## config.mk

```make
export PLATFORM = sky130hd
export DESIGN_NAME = dmz_timing
export DESIGN_NICKNAME = d
export VERILOG_FILES = /design/src/core/dmz_fifo.v /design/src/core/dmz_timing.v
export VERILOG_INCLUDE_DIRS = /design/src /design/src/core
export SDC_FILE = /design/constraint.sdc
export NUM_CORES = 1
export LEC_CHECK = 0
export BUFFER_PORTS_ARGS = -buffer_cell sky130_fd_sc_hd__buf_2
export CORE_UTILIZATION = 35
export DETAILED_ROUTE_END_ITERATION = 8
export GPL_TIMING_DRIVEN = 0
export MAX_ROUTING_LAYER = met4
export PLACE_DENSITY = 0.58
export SLEW_MARGIN = 20
export SYNTH_ARGS = -nofsm -noshare
export SYNTH_HDL_FRONTEND = slang
export SYNTH_SLANG_ARGS = --single-unit
export TNS_END_PERCENT = 20
```

## constraint.sdc

```tcl
create_clock -name clk_i -period 3.6 [get_ports clk_i]
set_input_delay 0.72 -clock clk_i [delete_from_list [all_inputs] [get_ports clk_i]]
set_output_delay 0.72 -clock clk_i [all_outputs]
set_load 0.005 [all_outputs]
```

## src/core/dmz_timing_map.vh

```
// Named constants for the strobe, power-saving and calibration timing block.
`ifndef DMZ_TIMING_MAP_VH
`define DMZ_TIMING_MAP_VH

// ==========================================================================
// Command codes on cmd_i, taken at a rising link clock edge.
// ==========================================================================
`define DMZ_CMD_NOP 3'h0
`define DMZ_CMD_READ 3'h1
`define DMZ_CMD_ZQ_LONG 3'h2
`define DMZ_CMD_ZQ_SHORT 3'h3
`define DMZ_CMD_MPSM_ENTER 3'h4

// ==========================================================================
// Calibration durations in link clock cycles.
// ==========================================================================
`define DMZ_ZQ_INIT_NCK 11'h400
`define DMZ_ZQ_LONG_NCK 11'h200
`define DMZ_ZQ_SHORT_NCK 11'h080

// ==========================================================================
// Strobe framing leads and counter steps.
// ==========================================================================
`define DMZ_PRE_1T_LEAD 8'h01
`define DMZ_PRE_2T_LEAD 8'h02
`define DMZ_COUNT_ONE 11'h001
`define DMZ_COUNT_ZERO 11'h000

`endif

```

## src/core/dmz_fifo.v

```verilog
// Read data FIFO built from flip-flops with valid and ready on both sides.
`timescale 1ns/100ps
module dmz_fifo #(
	parameter WIDTH = 8,
	parameter DEPTH = 32,
	parameter AW = 5
) (
	// Clock, reset and enable.
	input wire clk_i,
	input wire rst_i,
	input wire ce_i,
	// Filling side.
	input wire [WIDTH-1:0] in_data_i,
	input wire in_valid_i,
	output wire in_ready_o,
	// Draining side.
	output wire [WIDTH-1:0] out_data_o,
	output wire out_valid_o,
	input wire out_ready_i
);

	// Storage, pointers and registered fill flags.
	reg [WIDTH-1:0] mem_q [0:DEPTH-1];
	reg [AW-1:0] wr_ptr_q;
	reg [AW-1:0] rd_ptr_q;
	reg [AW:0] count_q;
	reg full_q;
	reg empty_q;
	// Ready is kept in its own flop so the port comes straight from a register.
	reg ready_q;

	// Handshake terms for this cycle.
	wire push = in_valid_i & ~full_q;
	wire pop = out_ready_i & ~empty_q;
	wire [AW:0] count_d = count_q + {{AW{1'b0}}, push} - {{AW{1'b0}}, pop};

	assign in_ready_o = ready_q;
	assign out_valid_o = ~empty_q;
	assign out_data_o = mem_q[rd_ptr_q];

	// Pointers wrap at the depth; flags are registered so ready comes from a flop.
	always @(posedge clk_i) begin
		if (rst_i) begin
			wr_ptr_q <= {AW{1'b0}};
			rd_ptr_q <= {AW{1'b0}};
			count_q <= {(AW+1){1'b0}};
			full_q <= 1'b0;
			empty_q <= 1'b1;
			ready_q <= 1'b1;
		end else if (ce_i) begin
			if (push) begin
				mem_q[wr_ptr_q] <= in_data_i;
				wr_ptr_q <= (wr_ptr_q == DEPTH - 1) ? {AW{1'b0}} : wr_ptr_q + 1'b1;
			end
			if (pop) begin
				rd_ptr_q <= (rd_ptr_q == DEPTH - 1) ? {AW{1'b0}} : rd_ptr_q + 1'b1;
			end
			count_q <= count_d;
			full_q <= (count_d == DEPTH);
			ready_q <= (count_d != DEPTH);
			empty_q <= (count_d == {(AW+1){1'b0}});
		end
	end

endmodule

```

## src/core/dmz_timing.v

```verilog
// Device-side strobe framing, max power saving mode and calibration timing.
// How it works
// RL1 - Init calibration keeps device busy 1024 cycles.
// RL2 - Long calibration keeps device busy 512 cycles.
// RL3 - Short calibration keeps device busy 128 cycles.
// RL4 - Command path disabled after update plus disable delay.
// RL5 - Controller keeps clock valid after power-save entry.
// RL6 - Controller gives valid clock before power-save exit.
// RL7 - Controller waits exit delay before plain commands.
// RL8 - Controller waits extra lock delay for DLL commands.
// RL9 - Read preamble is one or two clocks.
// RL10 - Controller drives write preamble one or two clocks.
// RL11 - Read burst ends with half-clock low postamble.
// RL12 - Controller holds write postamble after write burst.
// RL13 - Read strobe driven from latency minus one; with pre_2t_i high the code drives it from latency minus two.
// RL14 - Read strobe released at latency plus half burst.
// RL15 - Exit delay is refresh cycle plus 10 ns.
// RL16 - Lock exit delay equals DLL locking time.
// RL17 - Update delay is max of 24 clocks, 15 ns.
// RL18 - Controller counts down each interval per rank.
`timescale 1ns/100ps
`include "dmz_timing_map.vh"
module dmz_timing #(
	parameter DQ_W = 8,
	parameter FIFO_DEPTH = 32,
	parameter FIFO_AW = 5,
	parameter RD_LAT = 11,
	parameter BURST_LEN = 8,
	parameter TMOD_NCK = 24,
	parameter TCPDED_NCK = 4
) (
	// Clock, reset and enable.
	input wire clk_i,
	input wire rst_i,
	input wire ce_i,
	// Link from the controller, asynchronous to clk_i.
	input wire ck_i,
	input wire cke_i,
	input wire cs_n_i,
	input wire [2:0] cmd_i,
	// Mode select: high for the two-clock read preamble.
	input wire pre_2t_i,
	// Read data stream into the device.
	input wire [DQ_W-1:0] rd_data_i,
	input wire rd_valid_i,
	output wire rd_ready_o,
	// Strobe and data pins, output enable low while driving.
	output reg dqs_o,
	output reg dqs_oe_n_o,
	output reg [DQ_W-1:0] dq_o,
	output reg dq_oe_n_o,
	// Status.
	output reg zq_busy_o,
	output reg cmd_path_en_o,
	output reg mpsm_o
);

	// ======================================================================
	// Link input synchronisers.
	// ======================================================================
	localparam SW = 6;
	// Full-width sums, cut on purpose to the counter widths below.
	localparam MPED_SUM = TMOD_NCK + TCPDED_NCK;
	localparam RL_END_SUM = RD_LAT + BURST_LEN / 2;
	localparam [10:0] MPED_NCK = MPED_SUM[10:0];
	localparam [7:0] RL_START = RD_LAT[7:0];
	localparam [7:0] RL_END = RL_END_SUM[7:0];

	wire [SW-1:0] raw_in = {ck_i, cke_i, cs_n_i, cmd_i};
	reg [SW-1:0] sync1_q;
	reg [SW-1:0] sync2_q;
	reg [SW-1:0] sync3_q;
	reg [SW-1:0] filt_q;
	reg ck_prev_q;

	// Three flops per input; the first feeds only the second.
	always @(posedge clk_i) begin
		if (rst_i) begin
			sync1_q <= {SW{1'b0}};
			sync2_q <= {SW{1'b0}};
			sync3_q <= {SW{1'b0}};
		end else if (ce_i) begin
			sync1_q <= raw_in;
			sync2_q <= sync1_q;
			sync3_q <= sync2_q;
		end
	end

	// A bit changes only once the second and third stages agree.
	genvar gi;
	generate
		for (gi = 0; gi < SW; gi = gi + 1) begin : g_filt
			always @(posedge clk_i) begin
				if (rst_i) begin
					filt_q[gi] <= 1'b0;
				end else if (ce_i && (sync2_q[gi] == sync3_q[gi])) begin
					filt_q[gi] <= sync3_q[gi];
				end
			end
		end
	endgenerate

	// Filtered link signals and clock edges.
	wire ck_f = filt_q[5];
	wire cke_f = filt_q[4];
	wire cs_n_f = filt_q[3];
	wire [2:0] cmd_f = filt_q[2:0];
	wire ck_rise = ck_f & ~ck_prev_q;
	wire ck_fall = ~ck_f & ck_prev_q;

	// Tells whether a command of the given code is accepted now.
	function cmd_hit;
		input [2:0] code;
		input [2:0] cmd;
		input open;
		begin
			cmd_hit = open && (cmd == code);
		end
	endfunction

	// ======================================================================
	// Command acceptance and calibration and power-save timing.
	// ======================================================================
	localparam ST_RUN = 2'h0;
	localparam ST_MPED = 2'h1;
	localparam ST_MPSM = 2'h2;

	reg [1:0] state_q;
	reg [10:0] zq_cnt_q;
	reg [10:0] mp_cnt_q;
	reg zq_init_done_q;
	reg rd_act_q;

	// Commands are seen on a rising link edge with CS low and CKE high.
	wire cmd_open = ck_rise & ~cs_n_f & cke_f & cmd_path_en_o & ~zq_busy_o;
	wire take_rd = cmd_hit(`DMZ_CMD_READ, cmd_f, cmd_open) & ~rd_act_q;
	wire take_zql = cmd_hit(`DMZ_CMD_ZQ_LONG, cmd_f, cmd_open) & ~rd_act_q;
	wire take_zqs = cmd_hit(`DMZ_CMD_ZQ_SHORT, cmd_f, cmd_open) & ~rd_act_q;
	wire take_mp = cmd_hit(`DMZ_CMD_MPSM_ENTER, cmd_f, cmd_open) & (state_q == ST_RUN);

	// Calibration busy window; commands are ignored while it runs.
	always @(posedge clk_i) begin
		if (rst_i) begin
			zq_cnt_q <= `DMZ_COUNT_ZERO;
			zq_busy_o <= 1'b0;
			zq_init_done_q <= 1'b0;
		end else if (ce_i) begin
			if (take_zql && !zq_init_done_q) begin
				zq_cnt_q <= `DMZ_ZQ_INIT_NCK; // [RL1]
				zq_busy_o <= 1'b1;
				zq_init_done_q <= 1'b1;
			end else if (take_zql) begin
				zq_cnt_q <= `DMZ_ZQ_LONG_NCK; // [RL2]
				zq_busy_o <= 1'b1;
			end else if (take_zqs) begin
				zq_cnt_q <= `DMZ_ZQ_SHORT_NCK; // [RL3]
				zq_busy_o <= 1'b1;
			end else if (zq_busy_o && ck_rise) begin
				// Busy drops on the edge that ends the last cycle.
				zq_cnt_q <= zq_cnt_q - `DMZ_COUNT_ONE;
				zq_busy_o <= (zq_cnt_q != `DMZ_COUNT_ONE);
			end
		end
	end

	// Power-save entry disables the command path after the combined delay.
	always @(posedge clk_i) begin
		if (rst_i) begin
			state_q <= ST_RUN;
			mp_cnt_q <= `DMZ_COUNT_ZERO;
			cmd_path_en_o <= 1'b1;
			mpsm_o <= 1'b0;
		end else if (ce_i) begin
			case (state_q)
				ST_RUN: begin
					if (take_mp) begin
						mp_cnt_q <= MPED_NCK; // [RL4]
						state_q <= ST_MPED;
					end
				end
				ST_MPED: begin
					// The controller keeps the clock running here. [RL5]
					if (ck_rise) begin
						mp_cnt_q <= mp_cnt_q - `DMZ_COUNT_ONE;
						if (mp_cnt_q == `DMZ_COUNT_ONE) begin
							cmd_path_en_o <= 1'b0; // [RL4]
							mpsm_o <= 1'b1;
							state_q <= ST_MPSM;
						end
					end
				end
				ST_MPSM: begin
					// Exit on a rising link clock edge with CKE high and CS low. [RL6]
					if (ck_rise && cke_f && !cs_n_f) begin
						cmd_path_en_o <= 1'b1;
						mpsm_o <= 1'b0;
						state_q <= ST_RUN;
					end
				end
				default: begin
					state_q <= ST_RUN;
				end
			endcase
		end
	end

	// ======================================================================
	// Read strobe framing.
	// ======================================================================
	reg [7:0] rd_cnt_q;
	reg post_q;

	// Lead of the preamble before the latency point.
	wire [7:0] lead = pre_2t_i ? `DMZ_PRE_2T_LEAD : `DMZ_PRE_1T_LEAD;
	wire in_burst = rd_act_q && !post_q && (rd_cnt_q >= RL_START) && (rd_cnt_q < RL_END);
	wire [7:0] cnt_next = rd_cnt_q + 8'h01;
	// A rise loads the word that goes out with it; a fall loads the next one.
	wire rise_beat = ck_rise && (cnt_next >= RL_START) && (cnt_next < RL_END);
	wire beat = rd_act_q && !post_q && (rise_beat || (ck_fall && in_burst));
	wire [DQ_W-1:0] fifo_data;
	wire fifo_valid;

	// Drives preamble, toggles through the burst, then postamble and release.
	always @(posedge clk_i) begin
		if (rst_i) begin
			rd_act_q <= 1'b0;
			post_q <= 1'b0;
			rd_cnt_q <= 8'h00;
			dqs_o <= 1'b0;
			dqs_oe_n_o <= 1'b1;
			dq_o <= {DQ_W{1'b0}};
			dq_oe_n_o <= 1'b1;
		end else if (ce_i) begin
			if (take_rd) begin
				rd_act_q <= 1'b1;
				rd_cnt_q <= 8'h00;
			end else if (rd_act_q && ck_rise) begin
				rd_cnt_q <= cnt_next;
				if (cnt_next == RL_START - lead) begin
					dqs_oe_n_o <= 1'b0; // [RL13] [RL9]
					dqs_o <= 1'b0;
				end else if (cnt_next == RL_END) begin
					dqs_o <= 1'b0; // [RL11]
					dq_oe_n_o <= 1'b1;
					post_q <= 1'b1;
				end else if (cnt_next >= RL_START && cnt_next < RL_END) begin
					dqs_o <= 1'b1;
					dq_oe_n_o <= 1'b0;
				end
			end else if (rd_act_q && ck_fall) begin
				if (post_q) begin
					dqs_oe_n_o <= 1'b1; // [RL14]
					rd_act_q <= 1'b0;
					post_q <= 1'b0;
				end else if (in_burst) begin
					dqs_o <= 1'b0;
				end
			end
			// Each half clock of the burst takes the next word when one is there.
			if (beat && fifo_valid) begin
				dq_o <= fifo_data;
			end
		end
	end

	// ======================================================================
	// Read data buffer.
	// ======================================================================
	dmz_fifo #(
		.WIDTH(DQ_W),
		.DEPTH(FIFO_DEPTH),
		.AW(FIFO_AW)
	) u_fifo (
		.clk_i(clk_i),
		.rst_i(rst_i),
		.ce_i(ce_i),
		.in_data_i(rd_data_i),
		.in_valid_i(rd_valid_i),
		.in_ready_o(rd_ready_o),
		.out_data_o(fifo_data),
		.out_valid_o(fifo_valid),
		.out_ready_i(beat)
	);

	// Previous filtered link clock for edge finding.
	always @(posedge clk_i) begin
		if (rst_i) begin
			ck_prev_q <= 1'b0;
		end else if (ce_i) begin
			ck_prev_q <= ck_f;
		end
	end

endmodule

```

-- After elaboration in Yosys (flattened, before gate mapping)
Memory sizes are Yosys's and may differ from the RTL's. A register that Yosys moved wholly into a read port is not among the register bits.
Cells that the tools add are included.
- flip-flop bits (word level): 85
- bits in latches: 0
- memory bits (writable): 256
- memory bits (read-only): 0
- bits of input ports: 19
- output and inout bits: 15
- memories: 1
- add/subtract/negate cells: 8
- multipliers: 0
- divide/modulo/power cells: 0
- order comparisons: 4
- eq/ne operators: 30
- shift-type cells: 0
- muxes and demuxes: 54
- bitwise logic cells: 21
- reduce and logical (&&, ||, !) cells: 55
- memories (name ; words ; width ; read ports ; clocked after Yosys merged registers in ; wr ports ; RTL line ; RTL):
    u_fifo.mem_q ; 32 ; 8 ; 1 ; 1 ; 1 ; dmz_fifo.v:23 ; reg [WIDTH-1:0] mem_q [0:DEPTH-1];
- operators by type and width (operator ; number):
    $mux 11 ; 6
    $mux 1 ; 35
    $logic_and 1x1->1 ; 25
    $reduce_and 5->1 ; 5
    $pmux 11 s2 ; 1
    $sub 11x1->11 const B ; 2
    $reduce_bool 2->1 ; 9
    $ge 8x4->1 const B ; 2
    $lt 8x4->1 const B ; 2
    $mux 8 ; 2
    $and 1x1->1 ; 12
    $ne 2x2->1 const B ; 6
    $reduce_and 2->1 ; 6
    $eq 11x1->1 const B ; 1
    $ne 11x1->1 const B ; 1
    $add 5x1->5 const B ; 2
    $eq 5x5->1 const B ; 2
    $mux 2 ; 5
    $mux 5 ; 2
    $not 1->1 ; 9
    $add 8x1->8 const B ; 1
    $eq 8x4->1 const B ; 1
    $eq 8x8->1 ; 1
    $reduce_and 4->1 ; 2
    other kinds (21) ; 32

-- Depth between registers and ports, before layout
Gate-level depths: netlist (run 1).
- depth in word-level cells: 11
- gate-level depth with buffers: 17
- mapped depth without buffers: 17

-- By module
A second synthesis (run 1) with hierarchy kept.
- cell total of the unflattened synthesis: 953
- area total of the unflattened synthesis: 14666.6 µm²
- modules (own cells, without submodules) (module ; instances ; cells each ; area an instance (µm²) ; seq. area each (µm²)):
    dmz_fifo ; 1 ; 543 ; 11103.1 ; 8167.8
    dmz_timing ; 1 ; 410 ; 3563.4 ; 1481.4

-- Least setup slack after synthesis (run 1)
OpenSTA, ideal clock, no wires.
- kind: register to register
- start point: register rd_cnt_q[0]
- end point: register u_fifo.full_q
- setup time: 0.115 ns
- data arrival time: 3.561 ns
- path slack: -0.076 ns
- cell stages (with the launch flop): 18
- buffers on the path: 1
- clock period less this slack: 3.676 ns
- path through: dfxtp_1 -> ha_1 -> buf_2 -> xor2_2 -> o21ai_0 -> a41oi_2 -> a41oi_4 -> nor3_2 -> ha_1 -> inv_1 -> ha_1 -> fa_1 -> a21o_1 -> a21oi_1 -> xnor2_1 -> nor3_1 -> nor2b_1 -> o21ba_2
- cells in the longest elaborated chain, start to end: 9
- elaborated cells between the ends (all ways): 15
- classes of those cells: add/sub (2); order compare (4); eq/ne (1); bitwise (1); reduce/logical (7)
- ends and longest elaborated chain (item ; RTL line ; RTL):
    start: declaration ; dmz_timing.v:210 ; reg [7:0] rd_cnt_q;
    start signal: assignment ; dmz_timing.v:238 ; rd_cnt_q <= cnt_next;
    $add 8x1->8 / $ge 8x4->1 (equally long branches) ; dmz_timing.v:216, dmz_timing.v:215 ;
    $ge 8x4->1 / $logic_and 1x1->1 (equally long branches) ; dmz_timing.v:218, dmz_timing.v:215 ;
    $logic_and 1x1->1 (on tied branches) ; dmz_timing.v:218, dmz_timing.v:215 ;
    $logic_and 1x1->1 (on tied branches) ; dmz_timing.v:218, dmz_timing.v:219 ;
    $logic_or 1x1->1 * ; dmz_timing.v:219 ; wire beat = rd_act_q && !post_q && (rise_beat || (ck_fall && in_burst));
    $logic_and 1x1->1 * ; dmz_timing.v:219 ;
    $and 1x1->1 * ; dmz_fifo.v:34 ; wire pop = out_ready_i & ~empty_q;
    $sub 6x1->6 * ; dmz_fifo.v:35 ; wire [AW:0] count_d = count_q + {{AW{1'b0}}, push} - {{AW{1'b0}}, pop};
    $eq 6x6->1 * ; dmz_fifo.v:59 ; full_q <= (count_d == DEPTH);
    end signal: assignment ; dmz_fifo.v:59 ;
    end: declaration ; dmz_fifo.v:27 ; reg full_q;
Mark *: on every way between the ends. The rest lies on a longest branch, timed or not.
A chain may end at the register's enable or synchronous reset.

-- Worst setup path in the final report (run 1)
Same ends and word-level chain as after synthesis.

==> summary.txt, run 1 <==
most frequent cells in the layout = edfxtp_1, nor2_1, dfxtp_1
Leakage Power = 5.52 nW
CP Capture Type = register
Clock Latency Late Sink = 0.54 ns
Synth Cell Area = 0.0147 mm²
syn avg cell area = 13.7 µm²
Least-Margin Pin Slew = 0.909 ns
Pre-antenna DRT Iters = 9
Post-Syn Instances = 1071
die area = 0.0428 mm²
Ys Warns = 0
Net Count, Synth = 1110
final wirelength = 34600 µm
power density cells = 510 mW/mm²
FP Rows = 74
hpwl dp = 22600 µm
die height = 207 µm
Hold/Removal Path Class = primary input to register
main area contributors after synthesis = edfxtp_1, dfxtp_1, mux2i_1, mux4_2, nor2_1
cts bufs inserted = 36
post-route clock period utilization = 96.1%
# Max-Cap Violations = 0
layout cells sized above 1 = 15.6%
antenna cells = 0
Core ar. = 0.0411 mm²
outcome = finished with violations
Worst EP arrival = 3.94 ns
Clock Path Buffers = 3
Max VDD drop = 389 µV
area delta synth->final = 15.3%
post-synthesis async set-or-reset flop share = 0%
initial antenna violation count = 0
drt via density = 5.32
Clock Skews = 0.0110 ns
Placer Congestion = 0.854
CTS sink cnt = 349
Initial Util = 35.8%
most common cell after layout, fill and taps aside = edfxtp_1
final worst setup slack = 0.140 ns
largest net degree at the start of global routing = 33
crit start category = register
flops & latches, synth = 349
clk slew on worst S/H paths = 0.06 ns
root buf cell = clkbuf_16
area leader, netlist = edfxtp_1
hold buffers post-CTS = 0
Inst Count DP = 1636
CTS tree = yes
count of different cell masters after synthesis = 73
Req. time, crit path = 4.08 ns
worst-path fanout max = 8
Post-Place Worst Slack = -0.678 ns
WL per Instance = 20.2 µm
Post-synth EDFFs = 256
drc violations = 4
failing checks = DRC
total number of vias = 9079
CTS HTree Levels = 2
port buffer count = 33
Die W = 207 µm
Iteration-0 DRC Markers = 842
max_slew headroom = 39.2%
Fin. Hold Viols = 0
fmax = 0.289 GHz
first-pass GRT wire length = 52300 µm
post-synthesis sequential area ratio = 64.9%
GRT Util Overall = 16.9%
Final Critical Period = 3.46 ns
nets@finish = 1189
fin. max-slew vios = 0
post-synth top area share = 52.3%
final cell count without fillers = 1708
vias in the first global route = 8702
Final setup viols = 0
GR Overflow Total = 0
Post-DRT Antenna Nets = 0
Top FF cell, synth = edfxtp_1
critical setup path kind = register to register
Boundary Pins = 34
-- state kept, by name (all words and copies together) (netlist names), 2 cells and up --
name and cells:
state_q 2, rd_cnt_q 8, cmd_f 3, sync3_q 6, sync1_q 6, zq_cnt_q 11, u_fifo.wr_ptr_q 5, u_fifo.rd_ptr_q 5
u_fifo.count_q 6, mp_cnt_q 11, dq_o 8, sync2_q 6, u_fifo.mem_q 256
-- metal layers --
metal  GRT usage (%)  share of wire, %  vias to the layer above
met1            23.4                46                     4471
met4            4.67               2.0                        0
li1                -                 -                     4267
met2            25.2                46                      287
met5               -                 0                        -
met3            3.16               6.6                       54
-- cells by family after synthesis --
logic type                 synth area share, %
DFF                                       64.9
and+or+nand+nor                           9.90
AOI/OAI and AO/OA                         9.26
adders and majority gates                 1.75
buffers and inverters                     2.21
xor gates and xnor gates                  1.12
muxes                                     10.8
-- worst max-delay path, cell delays in order, from the launching register on --
cell	delay [ns]
dfxtp_4	0.36
ha_2	0.19
buf_6	0.14
and3_1	0.19
o221ai_2	0.20
a22oi_4	0.13
a41oi_4	0.26
nor3_4	0.06
ha_1	0.27
inv_1	0.04
ha_2	0.19
fa_2	0.35
a21o_1	0.18
a21oi_2	0.16
xnor2_2	0.09
nor3_2	0.26
nor2b_4	0.20
o21ba_2	0.14
-- per-stage QoR --
step / power (mW) / hold WS (ns) / TNS [ns] / utilization [%] / cell area (µm²)
2_1_floorplan: 4.60 / 0.436 / 0 / - / 14700
3_3_place_gp: 4.72 / 0.447 / -2.20 / 37.8 / 15500
3_5_place_dp: 4.73 / 0.450 / -2.56 / 37.8 / 15500
4_1_cts: 8.69 / 0.420 / 0 / 41.1 / 16900
5_1_grt: 8.92 / 0.440 / -0.0399 / 41.2 / 17000
6_report: 8.65 / 0.433 / 0 / 41.2 / 17000
-- path summary, 6_finish.rpt --
check                                              start                         end  slack, ns  depth (start not counted)
worst max-delay path            rd_cnt_q[0]$_SDFFE_PP0P_  u_fifo.full_q$_SDFFE_PP0P_       0.14                         17
worst min register to register   sync3_q[2]$_SDFFE_PP0P_       cmd_f[2]$_SDFFE_PP0P_       0.46                          2
worst min-delay path                               cke_i     sync1_q[4]$_SDFFE_PP0P_       0.43                          3
worst max register to register  rd_cnt_q[0]$_SDFFE_PP0P_  u_fifo.full_q$_SDFFE_PP0P_       0.14                         17
-- cell usage after synthesis (19+ instances only) --
cell type,instances
mux2i_1,87
mux4_2,32
o21ai_0,27
nand2_1,63
a21oi_1,45
clkbuf_1,31
nor2_1,114
nand3_1,20
dfxtp_1,93
edfxtp_1,256
a22oi_1,46
ha_1,19
-- repair_timing --
action,in CTS,in global routing
gates resized for setup,13,11
pin swaps,5,9
endpoints found under the hold margin,0,0
setup buffers,6,2
setup endpoints to repair,6,5
cloned,0,0
-- area by class of cell --
class	instances	area [µm²]
plain buffers	58	268
repair buffers	41	225
flip-flops and latches	349	9560
fillers	3814	24200
multi-input cells	647	4930
clock buffers	45	966
well taps	532	666
inverters	17	63.8
clock inverters	19	272
-- where the power goes --
group          leakage, nW  internal (mW)  switching (mW)
Clock                0.605           2.36            1.58
Combinational         1.86          0.134           0.228
Sequential            3.06           4.34          0.0207
Note: power is estimated with default switching activity, not from simulation.
==> run 2: changes to the inputs <==
- RECOVER_POWER: default -> 50
==> run 2 against run 1 <==
  * The run ends with capacitance limit, slew limit left
  * Core utilization fell by 0.10 points
  * Non-clock buffer count is the same
  * Power barely moved
  * Cell count stayed put
  * Via count barely moved
  * Sequential cell count unchanged
  * Clock power is essentially flat
  * Clock skew up 0.00051 ns
  * Combinational power about the same
  * First-iteration DRC count fell by 0.48%
==> summary.txt, run 2 (synthesis results as in run 1) <==
post-route clock period utilization = 96.1%
Leakage Power = 5.44 nW
initial antenna violation count = 0
Boundary Pins = 34
largest net degree at the start of global routing = 33
Post-Place Worst Slack = -0.678 ns
area delta synth->final = 15.0%
CP Cell Sequence = ha_2 -> buf_6 -> xor2_4 -> o21ai_1 -> a41oi_2 -> a41oi_4 -> nor3_4 -> ha_1 -> inv_1 -> ha_1 -> a21o_1 -> a21o_1 -> and4_1 -> nor3_4 -> nor2b_4 -> o21ba_2
Post-DRT Antenna Nets = 0
clk slew on worst S/H paths = 0.06 ns
CTS sink cnt = 349
final worst setup slack = 0.139 ns
Iteration-0 DRC Markers = 838
# Max-Cap Violations = 7
power density cells = 511 mW/mm²
FILL cells = 3826
CP delay by family, top = compound AO/OA/AOI/OAI gates
outcome = finished with violations
Pre-antenna DRT Iters = 7
WHS Endpoint = sync1_q[4]$_SDFFE_PP0P_
hpwl dp = 22600 µm
Initial Util = 35.8%
Placer Congestion = 0.854
worst reg2reg startpoint = rd_cnt_q[0]$_SDFFE_PP0P_
most common cell after layout, fill and taps aside = edfxtp_1
first-pass GRT wire length = 52300 µm
critical setup path kind = register to register
Clock Path Buffers = 3
crit path buf inv count = 2
CP Capture Type = register
vias in the first global route = 8702
die area = 0.0428 mm²
DP Area = 0.0155 mm²
Biggest register = u_fifo.mem_q
GR Overflow Total = 0
root buf cell = clkbuf_16
final wirelength = 34500 µm
setup tns final = 0 ns
total number of vias = 9088
Hold Slack = 0.433 ns
R2R cell count = 16
max_slew headroom = -12.3%
CTS HTree Levels = 2
overall power = 8.64 mW
drc violations = 0
Clock Latency Late Sink = 0.54 ns
Die W = 207 µm
R2R setup slack = 0.14 ns
worst reg2reg path endpoint = u_fifo.full_q$_SDFFE_PP0P_
Least-Margin Pin Slew = 1.68 ns
Critical Path Slowest Stage Cell = dfxtp_4
port buffer count = 33
FP Rows = 74
die height = 207 µm
Largest regs = u_fifo.mem_q x256, mp_cnt_q x11, zq_cnt_q x11
Final setup viols = 0
Final Critical Period = 3.46 ns
Clock Skews = 0.0115 ns
Req. time, crit path = 4.03 ns
layout cells sized above 1 = 13.5%
hold_sp = cke_i
GRT Util Overall = 16.9%
Largest register FFs = 256
crit start category = register
slowest stage delay, CP = 0.38 ns
Core ar. = 0.0411 mm²
hold buffers post-CTS = 0
cts bufs inserted = 36
Worst EP arrival = 3.89 ns
Hold/Removal Path Class = primary input to register
worst-path fanout max = 8
CTS tree = yes
Final Cell Area = 0.0169 mm²
nets@finish = 1189
Fin. Hold Viols = 0
fmax = 0.289 GHz
fin. max-slew vios = 231
WL per Instance = 20.2 µm
drt via density = 5.32
hold path depth = 3
most frequent cells in the layout = edfxtp_1, nor2_1, dfxtp_1
antenna cells = 0
Max VDD drop = 388 µV
failing checks = capacitance limit, slew limit
-- run 2: changes by cell type in the layout (fill, tap and decap cells not counted), sizes merged --
| cell | before | now |
|---|---|---|
| buf | 68 | 46 |
| clkbuf | 76 | 98 |
-- run 2: report_power, final --
group | switching [mW] | internal, mW
clock network | 1.57 | 2.36
logic | 0.227 | 0.132
registers | 0.0208 | 4.34
-- run 2: cell type report --
| cell class | count | area (µm²) | area share [%] |
|---|---|---|---|
| flip-flops and latches | 349 | 9560 | 56.5 |
| multi-input cells | 647 | 4920 | 29.1 |
| clock buffers | 45 | 966 | 5.71 |
| well taps | 532 | 666 | 3.94 |
| clock inverters | 19 | 272 | 1.61 |
| plain buffers | 58 | 265 | 1.57 |
| repair buffers | 41 | 198 | 1.17 |
| inverters | 17 | 63.8 | 0.377 |
-- run 2: how the worst max path moves through the flow --
stage | start | end | slack (ns) | depth (start not counted)
finish | rd_cnt_q[0]$_SDFFE_PP0P_ | u_fifo.full_q$_SDFFE_PP0P_ | 0.14 | 16
detailed placement | rd_cnt_q[0]$_SDFFE_PP0P_ | u_fifo.in_ready_o$_SDFFE_PP1P_ | -0.68 | 17
global route | rd_cnt_q[0]$_SDFFE_PP0P_ | u_fifo.empty_q$_SDFFE_PP1P_ | -0.02 | 15
floorplan | rd_cnt_q[0]$_SDFFE_PP0P_ | u_fifo.full_q$_SDFFE_PP0P_ | 0.009 | 17
CTS | rd_cnt_q[0]$_SDFFE_PP0P_ | u_fifo.full_q$_SDFFE_PP0P_ | 0.01 | 17
global placement | rd_cnt_q[0]$_SDFFE_PP0P_ | u_fifo.full_q$_SDFFE_PP0P_ | -0.60 | 17
-- run 2: worst reg2reg max path: cells and delay by family (launching register included) --
kind / cells / cell delay (ns)
XOR/XNOR: 1 / 0.19
flip-flops: 1 / 0.38
AND/OR/NAND/NOR: 4 / 0.77
adder cells (fa/ha/maj): 3 / 0.65
buffers and inverters: 2 / 0.21
AO/OA/AOI/OAI: 6 / 1.15
-- run 2: routing by layer --
layer	track usage [%]	part of all wire, %	wire [µm]	vias to the layer above
li1	-	-	-	4270
met1	23.4	46	15800	4469
met2	25.2	46	15700	293
met3	3.16	6.5	2260	56
met4	4.67	2.1	712	0
met5	-	0	0	-
-- run 2: stage by stage --
stage | util (%) | cells
floorplan | - | 1071
global placement | 37.8 | 1636
detailed placement | 37.8 | 1636
CTS | 41.1 | 1706
global route | 41.1 | 1708
finish | 41.1 | 1708
-- run 2: what timing repair did --
| item | 4_1_cts | 5_1_grt |
|---|---|---|
| gates resized for setup | 13 | 11 |
| buffers inserted | 6 | 2 |
| pin swaps | 5 | 9 |
| setup endpoints to repair | 6 | 5 |
==> run 3: changes to the inputs <==
--- a/config.mk
+++ b/config.mk
@@ -7,5 +7,7 @@
 export NUM_CORES = 1
 export LEC_CHECK = 0
+export ABC_AREA = 1
 export BUFFER_PORTS_ARGS = -buffer_cell sky130_fd_sc_hd__buf_2
+export CAP_MARGIN = 20
 export CORE_UTILIZATION = 35
 export DETAILED_ROUTE_END_ITERATION = 8
==> constraint.sdc (replaced) <==
create_clock -name clk_i -period 3.6 [get_ports clk_i]
set_input_delay 0.72 -clock clk_i [delete_from_list [all_inputs] [get_ports clk_i]]
set_output_delay 0.72 -clock clk_i [all_outputs]
set_load 0.01 [all_outputs]
==> run 3 against run 2 <==
  * The run still ends with capacitance limit, slew limit left
  * Clock-buffer cell count is 12 higher
  * Clock power is 6.4% higher
  * Area after synthesis is 2.2% higher
  * Clock skew is 0.014 ns higher
  * Cell count is 26% higher
  * Die area is 2.2% higher
  * Sequential share of layout area is 0.86 points lower
  * Power is 1.7% higher
  * Setup slack better by 0.092 ns
  * Non-clock buffer count is 7 higher
  * Critical path depth is 2 higher
  * Critical path type unchanged
==> summary.txt, run 3 <==
Synth Cell Area = 0.0150 mm²
Clock power frac = 47.6%
Largest register FFs = 256
area delta synth->final = 14.2%
Clock Path Buffers = 3
Biggest register = u_fifo.mem_q
flops & latches, synth = 349
root buf cell = clkbuf_16
GRT Util Overall = 20.2%
largest net degree at the start of global routing = 33
most common cell after layout, fill and taps aside = nor2_1
CTS HTree Levels = 2
fmax = 0.297 GHz
Fin. Hold Viols = 0
Boundary Pins = 34
Worst EP arrival = 3.81 ns
die area = 0.0438 mm²
Net Sw Power = 1.82 mW
CTS tree = yes
Seq pwr share = 49.6%
GR Overflow Total = 0
Leakage Power = 6.09 nW
Top FF cell, synth = edfxtp_1
max_slew headroom = -27.6%
Clock Latency Late Sink = 0.56 ns
Clock Skews = 0.0257 ns
hpwl dp = 28700 µm
antenna cells = 0
layout cells sized above 1 = 6.98%
post-synth top area share = 51.2%
FILL cells = 4146
outcome = finished with violations
count of different cell masters after synthesis = 40
initial antenna violation count = 0
Ys Warns = 0
CP Capture Type = register
Final Critical Period = 3.37 ns
most common cell in the synthesized netlist = nor2_1
Placer Congestion = 0.942
Post-Place Worst Slack = -0.0542 ns
critical setup path kind = register to register
clk slew on worst S/H paths = 0.06 ns
most frequent cells in the layout = nor2_1, edfxtp_1, o21ai_0
main area contributors after synthesis = edfxtp_1, dfxtp_1, nor2_1, o21ai_0, nand2_1
Final setup viols = 0
cell-internal power = 6.97 mW
drt via density = 5.28
worst-path fanout max = 6
Core ar. = 0.0421 mm²
sw frac = 20.7%
Largest regs = u_fifo.mem_q x256, mp_cnt_q x11, zq_cnt_q x11
drc violations = 0
die height = 209 µm
Least-Margin Pin Slew = 1.91 ns
hold buffers post-CTS = 0
Post-DRT Antenna Nets = 0
Die W = 209 µm
Post-Syn Instances = 1502
Max VDD drop = 309 µV
final wirelength = 42500 µm
WL per Instance = 19.8 µm
cts bufs inserted = 39
area leader, netlist = edfxtp_1
# Max-Cap Violations = 8
Req. time, crit path = 4.04 ns
Hold/Removal Path Class = primary input to register
synth cell count leaders = nor2_1, edfxtp_1, o21ai_0, nand2_1, dfxtp_1
post-route clock period utilization = 93.6%
vias in the first global route = 10800
FP Rows = 75
nets@finish = 1613
power density cells = 512 mW/mm²
syn avg cell area = 10.0 µm²
setup tns final = 0 ns
port buffer count = 31
post-synthesis sequential area ratio = 63.6%
final worst setup slack = 0.231 ns
Pre-antenna DRT Iters = 5
fin. max-slew vios = 264
CTS sink cnt = 349
failing checks = capacitance limit, slew limit
Iteration-0 DRC Markers = 919
logic gate share of total power = 2.8%
post-synthesis async set-or-reset flop share = 0%
Net Count, Synth = 1541
first-pass GRT wire length = 64600 µm
total number of vias = 11300
Post-synth EDFFs = 256
Initial Util = 35.7%
crit start category = register
unrepaired setup endpoints after global routing = false
[run 3: cell count changes after synthesis, sizes merged, moves of 14 or more]
cell    before  now
mux4        32    0
o21ai       27  184
nand3       21   72
a22oi       47    0
nand2       63  176
inv         17   90
o211ai       1   67
mux2i       87    0
nor2       114  346
clkbuf      31   45
[run 3: timing repair]
item / CTS / global route
hold endpoints to repair: 0 / 0
endpoints found under the setup margin: 2 / 2
pin swaps: 0 / 2
setup buffers: 0 / 0
gates resized for setup: 1 / 8
[run 3: power by group through the flow]
stage	combinational [mW]	clock, mW	sequential (mW)
floorplan	0.136	0	4.44
global placement	0.244	0	4.44
detailed placement	0.250	0	4.44
CTS	0.251	4.25	4.36
global route	0.281	4.37	4.36
finish	0.249	4.18	4.36
[run 3: metal layers]
metal  wire (µm)  vias up  track usage [%]  part of all wire (%)
met4        1020        0             6.19                   2.4
met3        3470       76             4.12                   8.2
met5           0        -                -                     0
met2       19100      418             30.3                    45
met1       19000     5481             27.4                    45
li1            -     5349                -                     -
[run 3: final cells by class]
class	instances	area (µm²)	share of cell area, %
flip-flops and latches	349	9550	55.7
plain buffers	75	327	1.90
repair buffers	31	126	0.736
well taps	539	674	3.93
clock inverters	15	262	1.52
inverters	94	353	2.06
clock buffers	57	1060	6.20
multi-input cells	984	4800	28.0
[run 3: cells by family (layout without fill, tap and decap cells)]
kind of cell | Yosys count | after routing | synth area share, %
compound gates | 322 | 322 | 12.1
flops | 349 | 349 | 63.6
simple gates | 627 | 627 | 17.2
fa+ha+maj | 20 | 20 | 1.72
buf+inv | 169 | 272 | 4.52
xor+xnor | 15 | 15 | 0.874
[run 3: per-stage QoR]
step	instances	util, %	total power [mW]	hold slack (ns)	area [µm²]
final	2144	40.7	8.79	0.394	17200
after global routing	2144	40.7	9.02	0.405	17200
after CTS	2144	40.8	8.86	0.373	17200
after detailed placement	2072	37.6	4.69	0.452	15900
after global placement	2072	37.6	4.69	0.450	15900
after floorplan	1502	-	4.58	0.437	15000
[run 3: path summary, 6_finish.rpt]
check,startpoint,to,slack [ns],cells after the start
max,rd_cnt_q[0]$_SDFFE_PP0P_,u_fifo.in_ready_o$_SDFFE_PP1P_,0.23,18
min,cmd_i[1],sync1_q[1]$_SDFFE_PP0P_,0.39,3
max reg2reg,rd_cnt_q[0]$_SDFFE_PP0P_,u_fifo.in_ready_o$_SDFFE_PP1P_,0.23,18
min reg2reg,mp_cnt_q[10]$_SDFFE_PP0P_,mp_cnt_q[10]$_SDFFE_PP0P_,0.46,2
[run 3: worst max-delay path, stage by stage, from the launching register on]
cell and delay (ns):
dfxtp_4 0.37, ha_4 0.17, nand3_1 0.10, inv_1 0.06, nor4_1 0.43, nand2_1 0.17, a21boi_2 0.20, ha_1 0.15
inv_1 0.04, ha_1 0.21, fa_1 0.44, a21oi_1 0.15, o21ai_0 0.11, xnor2_1 0.20, nand4_1 0.14, inv_1 0.08
nand2_1 0.08, o21ai_0 0.09, nand2_1 0.07
